## src/include/dbg_consts.svh

```systemverilog
// Purpose: constants for the debug serial and trace pin block
// Assumes: processor clock of 40 MHz, serial clock at most a fifth of it
// Notes:   the list below summarises the block's behaviour
// Overview of operation
// - serial clock level valid after two equal samples; code edge-detects the two-stage synchroniser output without comparing samples
// - serial rising edge samples input, updates output
// - serial output comes from a register
// - breakpoint halts after instruction, status shows 0xF
// - interrupt mode raises debug interrupt instead
// - trace clock rises mid data window
// - quiet mode freezes trace pins, triggers live
// - trace clock waits for first 0xC/0xD/0xF status
// - data nibble shows breakpoint status or captures
// - write-debug-data operand always captured
// - both nibbles update every core cycle
// - status from pipeline, one-way pins, rising edge
// - byte-count marker one cycle before data
// - two-entry 32-bit buffer, low nibble first
// - core stalls while both entries full
// - 0x1 on first cycle, 0x0 afterwards
`ifndef DBG_CONSTS_SVH
`define DBG_CONSTS_SVH

`define DBG_CLK_PERIOD_NS 25
`define DBG_SCLK_RATIO    5
`define DBG_SYNC_STAGES   2
`define DBG_DATA_W        32
`define DBG_FIFO_DEPTH    2
`define DBG_PST_CONT      4'h0
`define DBG_PST_BEGIN     4'h1
`define DBG_PST_MARK      4'h8
`define DBG_PST_RST_C     4'hC
`define DBG_PST_RST_D     4'hD
`define DBG_PST_HALT      4'hF

`endif

```

## src/include/dbg_pins_pkg.sv

```systemverilog
// Purpose: shared types for the debug serial and trace pin block
// Assumes: nothing beyond the constants header
// Notes:   nibble and length types used by ports and internals
package dbg_pins_pkg;
  typedef logic [3:0] dbg_nib_t;
  typedef logic [1:0] dbg_len_t;
  typedef enum logic {DS_IDLE, DS_SHIFT} dbg_shift_state_t;
endpackage

```

## src/hw/dbg_pins.sv

```systemverilog
// Purpose: debug serial port pins, breakpoint pin and real-time trace port
// Assumes: core supplies instruction starts, capture words and a tx bit
// Notes:   trace clock is built from a rising and a falling edge flop
`timescale 1ns/100ps
`include "dbg_consts.svh"
module dbg_pins
  import dbg_pins_pkg::*;
#(
  parameter int DATA_W = `DBG_DATA_W
) (
  input  wire logic              clock_in,              // core clock
  input  wire logic              reset_in,              // sync reset
  input  wire logic              debug_serial_clock_in, // serial clock pin
  input  wire logic              debug_serial_in_in,    // serial data pin
  output logic                   debug_serial_out_out,  // serial data pin
  input  wire logic              serial_tx_bit_in,      // next bit to send
  output logic                   serial_rx_bit_out,     // sampled bit
  output logic                   serial_rx_valid_out,   // sample pulse
  input  wire logic              breakpoint_request_in, // breakpoint pin
  input  wire logic              breakpoint_to_interrupt_in, // irq mode
  input  wire logic              trace_quiet_in,        // freeze trace
  input  wire logic              capture_enable_in,     // show captures
  input  wire logic              instr_start_in,        // first cycle
  input  wire dbg_pins_pkg::dbg_nib_t core_code_in,     // special code
  input  wire logic              instr_done_in,         // instr completes
  input  wire logic              resume_in,             // leave halt
  input  wire dbg_pins_pkg::dbg_nib_t breakpoint_request_status_in,   // trigger status
  input  wire logic              capture_valid_in,      // capture word
  input  wire logic [DATA_W-1:0] capture_data_in,       // capture data
  input  wire dbg_pins_pkg::dbg_len_t capture_bytes_in, // bytes minus 1
  input  wire logic              write_debug_data_instr_valid_in,       // write-data instr
  output logic                   core_halt_out,         // core halted
  output logic                   debug_irq_out,         // irq pulse
  output logic                   core_stall_out,        // buffer full
  output logic                   trace_clock_out,       // trace clock pin
  output dbg_pins_pkg::dbg_nib_t processor_status_nibble_out, // status
  output dbg_pins_pkg::dbg_nib_t debug_data_nibble_out  // data
);
  import dbg_pins_pkg::*;

  localparam int PW = $clog2(`DBG_FIFO_DEPTH);

  // synchronised pins
  logic [2:0] pins_s;
  logic       sclk_s;
  logic       sdin_s;
  logic       breakpoint_request_s;

  // pin synchroniser, serial clock, serial input and breakpoint
  dbg_sync #(
    .WIDTH (3)
  ) u_sync (
    .clock_in (clock_in),
    .reset_in (reset_in),
    .async_in ({breakpoint_request_in, debug_serial_in_in,
                debug_serial_clock_in}),
    .sync_out (pins_s)
  );
  assign sclk_s = pins_s[0];
  assign sdin_s = pins_s[1];
  assign breakpoint_request_s = pins_s[2];

  // serial port state
  logic sclk_prev_q, sclk_prev_d;
  logic sout_q, sout_d;
  logic rxb_q, rxb_d;
  logic rxv_q, rxv_d;
  logic sclk_rise;

  // act on synchronised rising edge of the serial clock
  always_comb begin
    sclk_rise   = sclk_s & ~sclk_prev_q;
    sclk_prev_d = sclk_s;
    sout_d      = sout_q;
    rxb_d       = rxb_q;
    rxv_d       = 1'b0;
    if (sclk_rise) begin
      rxb_d  = sdin_s;
      rxv_d  = 1'b1;
      sout_d = serial_tx_bit_in;
    end
  end

  // serial registers
  always_ff @(posedge clock_in) begin
    if (reset_in) begin
      sclk_prev_q <= 1'b0;
      sout_q      <= 1'b0;
      rxb_q       <= 1'b0;
      rxv_q       <= 1'b0;
    end else begin
      sclk_prev_q <= sclk_prev_d;
      sout_q      <= sout_d;
      rxb_q       <= rxb_d;
      rxv_q       <= rxv_d;
    end
  end

  // breakpoint state
  logic breakpoint_request_prev_q, breakpoint_request_prev_d;
  logic pend_q, pend_d;
  logic halt_q, halt_d;
  logic irq_q, irq_d;
  logic breakpoint_request_rise;

  // halt after current instruction, or raise debug interrupt
  always_comb begin
    breakpoint_request_rise   = breakpoint_request_s & ~breakpoint_request_prev_q;
    breakpoint_request_prev_d = breakpoint_request_s;
    pend_d      = pend_q;
    halt_d      = halt_q;
    irq_d       = breakpoint_request_rise & breakpoint_to_interrupt_in;
    if (breakpoint_request_s && !breakpoint_to_interrupt_in && !halt_q) begin
      pend_d = 1'b1;
    end
    if ((pend_q || pend_d) && instr_done_in) begin
      halt_d = 1'b1;
      pend_d = 1'b0;
    end else if (halt_q && resume_in) begin
      halt_d = 1'b0;
    end
  end

  // breakpoint registers
  always_ff @(posedge clock_in) begin
    if (reset_in) begin
      breakpoint_request_prev_q <= 1'b0;
      pend_q      <= 1'b0;
      halt_q      <= 1'b0;
      irq_q       <= 1'b0;
    end else begin
      breakpoint_request_prev_q <= breakpoint_request_prev_d;
      pend_q      <= pend_d;
      halt_q      <= halt_d;
      irq_q       <= irq_d;
    end
  end

  // capture buffer and shifter state
  logic [DATA_W-1:0] mem_q [`DBG_FIFO_DEPTH];
  logic [DATA_W-1:0] mem_d [`DBG_FIFO_DEPTH];
  dbg_len_t          len_q [`DBG_FIFO_DEPTH];
  dbg_len_t          len_d [`DBG_FIFO_DEPTH];
  logic [PW-1:0]     wp_q, wp_d, rp_q, rp_d;
  logic [PW:0]       cnt_q, cnt_d;
  logic              stall_q, stall_d;
  logic [DATA_W-1:0] sh_q, sh_d;
  dbg_len_t          shlen_q, shlen_d;
  logic [2:0]        nib_q, nib_d;
  dbg_shift_state_t  st_q, st_d;
  logic              push, pop, mark_now;

  // buffer fill and drain, marker and nibble shifting
  always_comb begin
    mem_d    = mem_q;
    len_d    = len_q;
    wp_d     = wp_q;
    rp_d     = rp_q;
    sh_d     = sh_q;
    shlen_d  = shlen_q;
    nib_d    = nib_q;
    st_d     = st_q;
    push     = (write_debug_data_instr_valid_in ||
                (capture_valid_in && capture_enable_in)) &&
               (cnt_q != (PW+1)'(`DBG_FIFO_DEPTH));
    mark_now = (st_q == DS_IDLE) && (cnt_q != '0) &&
               !instr_start_in && !halt_q;
    pop      = mark_now;
    if (push) begin
      mem_d[wp_d] = capture_data_in;
      len_d[wp_d] = capture_bytes_in;
      wp_d        = wp_q + 1'b1;
    end
    case (st_q)
      DS_IDLE: begin
        if (mark_now) begin
          sh_d    = mem_q[rp_q];
          shlen_d = len_q[rp_q];
          nib_d   = {len_q[rp_q], 1'b1};                    // 2*bytes-1
          rp_d    = rp_q + 1'b1;
          st_d    = DS_SHIFT;
        end
      end
      DS_SHIFT: begin
        sh_d = {4'h0, sh_q[DATA_W-1:4]};
        if (nib_q == 3'h0) begin
          st_d = DS_IDLE;
        end else begin
          nib_d = nib_q - 3'h1;
        end
      end
      default: st_d = DS_IDLE;
    endcase
    cnt_d   = cnt_q + (PW+1)'(push) - (PW+1)'(pop);
    stall_d = (cnt_d == (PW+1)'(`DBG_FIFO_DEPTH));
  end

  // buffer entries, one generate loop
  for (genvar i = 0; i < `DBG_FIFO_DEPTH; i++) begin : g_ent
    always_ff @(posedge clock_in) begin
      if (reset_in) begin
        mem_q[i] <= '0;
        len_q[i] <= '0;
      end else begin
        mem_q[i] <= mem_d[i];
        len_q[i] <= len_d[i];
      end
    end
  end

  // buffer pointers and shifter registers
  always_ff @(posedge clock_in) begin
    if (reset_in) begin
      wp_q    <= '0;
      rp_q    <= '0;
      cnt_q   <= '0;
      stall_q <= 1'b0;
      sh_q    <= '0;
      shlen_q <= '0;
      nib_q   <= '0;
      st_q    <= DS_IDLE;
    end else begin
      wp_q    <= wp_d;
      rp_q    <= rp_d;
      cnt_q   <= cnt_d;
      stall_q <= stall_d;
      sh_q    <= sh_d;
      shlen_q <= shlen_d;
      nib_q   <= nib_d;
      st_q    <= st_d;
    end
  end

  // trace outputs state
  dbg_nib_t pst_q, pst_d, dd_q, dd_d;
  logic     start_q, start_d;
  logic     tck_pos_q, tck_pos_d;
  logic     tck_neg_q;

  // status from pipeline, data from shifter or trigger status
  always_comb begin
    pst_d = `DBG_PST_CONT;
    if (halt_q) begin
      pst_d = `DBG_PST_HALT;
    end else if (instr_start_in) begin
      pst_d = (core_code_in != 4'h0) ? core_code_in
                                     : `DBG_PST_BEGIN;
    end else if (mark_now) begin
      pst_d = `DBG_PST_MARK | {2'b00, len_q[rp_q]};
    end
    dd_d = (st_q == DS_SHIFT) ? sh_q[3:0] : breakpoint_request_status_in;
    start_d = start_q ||
              (pst_d == `DBG_PST_RST_C) ||
              (pst_d == `DBG_PST_RST_D) ||
              (pst_d == `DBG_PST_HALT);
    tck_pos_d = tck_pos_q;
    if (start_q && !trace_quiet_in) begin
      tck_pos_d = ~tck_pos_q;
    end
    if (trace_quiet_in) begin
      pst_d = pst_q;
      dd_d  = dd_q;
    end
  end

  // trace registers, updated on every rising core edge
  always_ff @(posedge clock_in) begin
    if (reset_in) begin
      pst_q     <= `DBG_PST_CONT;
      dd_q      <= 4'h0;
      start_q   <= 1'b0;
      tck_pos_q <= 1'b0;
    end else begin
      pst_q     <= pst_d;
      dd_q      <= dd_d;
      start_q   <= start_d;
      tck_pos_q <= tck_pos_d;
    end
  end

  // falling edge copy, puts trace clock rise mid window
  always_ff @(negedge clock_in) begin
    if (reset_in) begin
      tck_neg_q <= 1'b0;
    end else begin
      tck_neg_q <= tck_pos_q;
    end
  end

  // output drive
  assign debug_serial_out_out        = sout_q;
  assign serial_rx_bit_out           = rxb_q;
  assign serial_rx_valid_out         = rxv_q;
  assign core_halt_out               = halt_q;
  assign debug_irq_out               = irq_q;
  assign core_stall_out              = stall_q;
  assign processor_status_nibble_out = pst_q;
  assign debug_data_nibble_out       = dd_q;
  assign trace_clock_out             = ~(tck_pos_q ^ tck_neg_q);
endmodule

```

## src/hw/dbg_sync.sv

```systemverilog
// Purpose: two-stage synchroniser for pin inputs
// Assumes: inputs asynchronous to clock_in
// Notes:   first stage feeds the second stage only
`timescale 1ns/100ps
module dbg_sync #(
  parameter int WIDTH = 3
) (
  input  wire logic             clock_in,  // core clock
  input  wire logic             reset_in,  // sync reset, high
  input  wire logic [WIDTH-1:0] async_in,  // raw pins
  output logic      [WIDTH-1:0] sync_out   // synchronised level
);
  logic [WIDTH-1:0] meta_q;
  logic [WIDTH-1:0] meta_d;
  logic [WIDTH-1:0] sync_q;
  logic [WIDTH-1:0] sync_d;

  // next values of both stages
  always_comb begin
    meta_d = async_in;
    sync_d = meta_q;
  end

  // register both stages
  always_ff @(posedge clock_in) begin
    if (reset_in) begin
      meta_q <= '0;
      sync_q <= '0;
    end else begin
      meta_q <= meta_d;
      sync_q <= sync_d;
    end
  end

  assign sync_out = sync_q;
endmodule

```

## config.mk

```make
export PLATFORM = sky130hd
export DESIGN_NAME = dbg_pins
export DESIGN_NICKNAME = d
export VERILOG_FILES = /design/src/include/dbg_pins_pkg.sv /design/src/hw/dbg_pins.sv /design/src/hw/dbg_sync.sv
export VERILOG_INCLUDE_DIRS = /design/src /design/src/include
export SDC_FILE = /design/constraint.sdc
export NUM_CORES = 1
export LEC_CHECK = 0
export BUFFER_PORTS_ARGS = -buffer_cell sky130_fd_sc_hd__buf_2
export CAP_MARGIN = 20
export CORE_ASPECT_RATIO = 0.6
export CORE_MARGIN = 8
export CORE_UTILIZATION = 45
export DETAILED_ROUTE_END_ITERATION = 7
export PLACE_DENSITY_LB_ADDON = 0.05
export SKIP_CTS_REPAIR_TIMING = 1
export SLEW_MARGIN = 20
export SYNTH_ARGS = -nofsm -noshare
export SYNTH_HDL_FRONTEND = slang
export SYNTH_SLANG_ARGS = --single-unit
```

## constraint.sdc

```tcl
create_clock -name clock_in -period 2.56 [get_ports clock_in]
set_clock_uncertainty 0.15 [all_clocks]
set_input_delay 0.256 -clock clock_in [delete_from_list [all_inputs] [get_ports clock_in]]
set_output_delay 0.256 -clock clock_in [all_outputs]
set_load 0.05 [all_outputs]
```

* Word level (Yosys, flattened, before mapping)
Cells that the tools add are included.
Operators by class: add/sub/neg operators 5, order comparisons 3, eq/ne operators 7, muxes and demuxes 29, bitwise gates (word level) 11, reductions and logical operators 27
Operators with widths (count):
- two-way mux 32 bit | 5
- bitwise mux 64 bit | 1
- case mux 32 bit (2 select lines) | 1
- demux 32 bit (select 1 bit) | 1
- two-way mux 4 bit | 5
- == test 4 bit, second input constant | 3
- logical AND 1 bit | 11
- two-way mux 2 bit | 4
- two-way mux 1 bit | 6
- two-way mux 3 bit | 2
- != test 2 bit, second input constant | 3
- case mux 3 bit (2 select lines) | 1
- logical OR 1 bit | 5
- NOT 1 bit | 5
- bitwise mux 4 bit | 1
- greater-or-equal comparator 2 bit, second input constant | 2
- zero test 1 bit | 4
- NOT 1 -> 2 bit | 2
- AND reduction 2 bit | 2
- nonzero test 2 bit | 2
- nonzero test 4 bit | 1
- bitwise AND 1 bit | 3
- zero test 3 bit | 1
- subtractor 3 x 1 -> 3 bit, second input constant | 1
- other kinds (9) | 10
Word-level totals: register bits 134, logic and storage cells 108

* Longest topological paths before layout
depth after elaboration 11, depth in mapped cells 8

* Cells and area by module
A second synthesis with hierarchy kept.
Second synthesis, totals: cell total of the unflattened synthesis 660, area total of the unflattened synthesis 5580.4 um^2
By module, submodules not included:
- dbg_pins | times used 1, cells an instance 648, area each 5422.7 um^2
- dbg_sync | times used 1, cells an instance 12, area each 157.7 um^2

==> results.ini <==
[drt]
wirelength_um=13900
avgViaCountPerCell=5.07
postRouteAntennaNets=0
avgRoutedWirePerCell_um=15.0
vias=4713
drt_iter0_markers=303
drc=0
drtPass1Iterations=4

[floorplanning]
die_w_um=160
start_util=0.462
die_y_um=102
core_area_um2=12100
die-area_um2=16400
rows=31
top_level_ports=71

[global_route]
grt_pass1_wl_um=22600
antenna_found_initial=0
grtUsageTotal=0.172
grt_max_degree=75
grt_pass1_vias=4509
grt.overflow.total=0

[critical_path]
rr_endpoint=core_stall_out
end_kind=output pin
r2r_slack_ps=530
r2r_start=core_halt_out
crit_required_ps=2150
criticalPathCategory=reg2out
cp-start-kind=register
slowest_delay_ps=310
worstPathCellList=xnor2_2, buf_6
cp_data_arrival_time_ps=2330
cpMaxStageDelayCell=dfxtp_2
critPathLaunch=tck_neg_q
worstPathMaxFanout=1
reg2reg_depth=7

[synthesis]
synthCells=658
ys_types=45
synth_area_per_cell_um2=8.50
syn_nets=718
synthArstFlopShare=0
synth_edf_count=0
syn_area_um2=5590
synth_top_area_share=0.480
yosysTopAreaCell=dfxtp_1
ys_warn_count=0
ys.flop_type=dfxtp_1
synth.area.top_cells=dfxtp_1 (48%), a21oi_1 (11%), nand2_1 (11%), mux2i_1 (7.2%), a211o_1 (4.4%)
synth-seq-area-share=0.480
yosys_register_bits=134

[timing]
post-route-worst-setup-slack_ps=-175
slew_headroom=0.496
finalSetupViolCount=1
hold_viol=0
rsz0062_at_grt=yes
finalHoldWorstSlack_ps=48.4
tightest_slew_ps=756
slew_violations=0

[placement]
dp_hpwl_um=9230
placed_cells=857
placed_area_um2=6030
gp_congestion=0.731
port-buffer-count=70

[min_path]
hold_path_depth=5
min_delay_worst_endpoint=debug_data_nibble_out[3]
min_path_type=in2reg
worstHoldStart=breakpoint_request_status_in[3]

[final_layout]
area_delta_synth_final_pct=26.9
post_layout_nonfiller_instances=929
multi_input_area_um2=2620
design_area_um2=7100
nets=812
num-fill-cells=1126
n_antenna_cell=0
final_cell_mix=nand2_1 (170), dfxtp_1 (131), a21oi_1 (128), buf_2 (68), dlygate4sd3_1 (41)
register_area_um2=2690
final_common_cell=nand2_1
layout-drive-gt1-share=0.187

[outcome]
status=complete, but fails checks
violations=negative setup slack

[clock_network]
root_buffer=clkbuf_16
numCtsBuffers=17
tritoncts=done
clk_latency_ps=410
htree_levels=4
path_clk_slew_ps=60
clockBufferDepth=2
clock_sinks=134

[power]
peakVddDrop_mv=0.590
p_leak_uw=0.00270
power.total_uw=7440
powerDensity_nw_per_um2=1050

[run]
cap_violations=0

[cells in the mapped netlist, types with 2 or more instances]
master	n
buf_2	20
nor2_2	2
nand2_1	170
inv_1	7
buf_6	2
ha_1	4
xnor2_1	4
a311oi_1	2
or3_1	3
mux2i_1	40
nor3_2	2
o21ai_0	4
a21oi_2	11
a2111oi_2	4
dfxtp_1	134
a211o_1	28
nand2b_1	2
nor3_1	6
buf_4	5
nor2_1	22
clkbuf_1	23
a21oi_1	128
nor2b_1	13
[worst max-delay path: cells and delay by family, from the launching register on]
kind	cells	cell delay (ps)
XOR/XNOR	1	130
flip-flops	1	310
buffers and inverters	1	180
[power breakdown]
part	leakage, uW	switching [uW]	total (uW)	internal [uW]
registers	0.00110	207	2650	2440
logic	0.00129	1250	2140	897
clock network	0.000315	892	2640	1750
[layer usage]
layer  GRT usage  up-vias  routed length, um
met4      0.0750        0                183
li1            -     2425                  -
met2       0.265       77               6080
met3      0.0350       15                485
met5           0        -                  0
met1       0.232     2196               7190
[cell families (layout without fill, tap and decap cells)]
| family | count (synthesis) | in the layout | synth area share |
|---|---|---|---|
| simple gates | 229 | 229 | 0.172 |
| compound gates | 185 | 185 | 0.204 |
| flops | 134 | 134 | 0.480 |
| buf+inv | 60 | 166 | 0.0535 |
| mux | 41 | 41 | 0.0736 |
| xor+xnor | 5 | 5 | 0.00783 |
| fa+ha+maj | 4 | 4 | 0.00895 |
[state kept, by name, summed over array words and instances (netlist names), 2 cells and up]
register,flops
len_q,4
nib_q,3
mem_q,64
processor_status_nibble_out,4
u_sync.meta_q,3
cnt_q,2
sh_q,32
debug_data_nibble_out,4
u_sync.sync_out,3
[worst max-delay path by stage]
stage,cells past startpoint,to
final,2,trace_clock_out
after global routing,2,trace_clock_out
after CTS,2,trace_clock_out
after detailed placement,2,trace_clock_out
after global placement,2,trace_clock_out
after floorplan,1,trace_clock_out
[through the flow]
step,setup TNS [ps],setup slack [ps],util
detailed placement,0,164,0.499
finish,-175,-175,0.586
global route,-231,-231,0.586
global placement,0,162,0.499
CTS,-290,-290,0.552
floorplan,0,74.0,-
[cell type report]
| cell class | instances | share of cell area |
|---|---|---|
| multi-input cells | 464 | 0.370 |
| clock buffers | 19 | 0.0624 |
| repair buffers | 128 | 0.128 |
| well taps | 165 | 0.0291 |
| inverters | 6 | 0.00317 |
| clock inverters | 13 | 0.0289 |
| flip-flops and latches | 134 | 0.379 |
(Power assumes the default switching activity.)
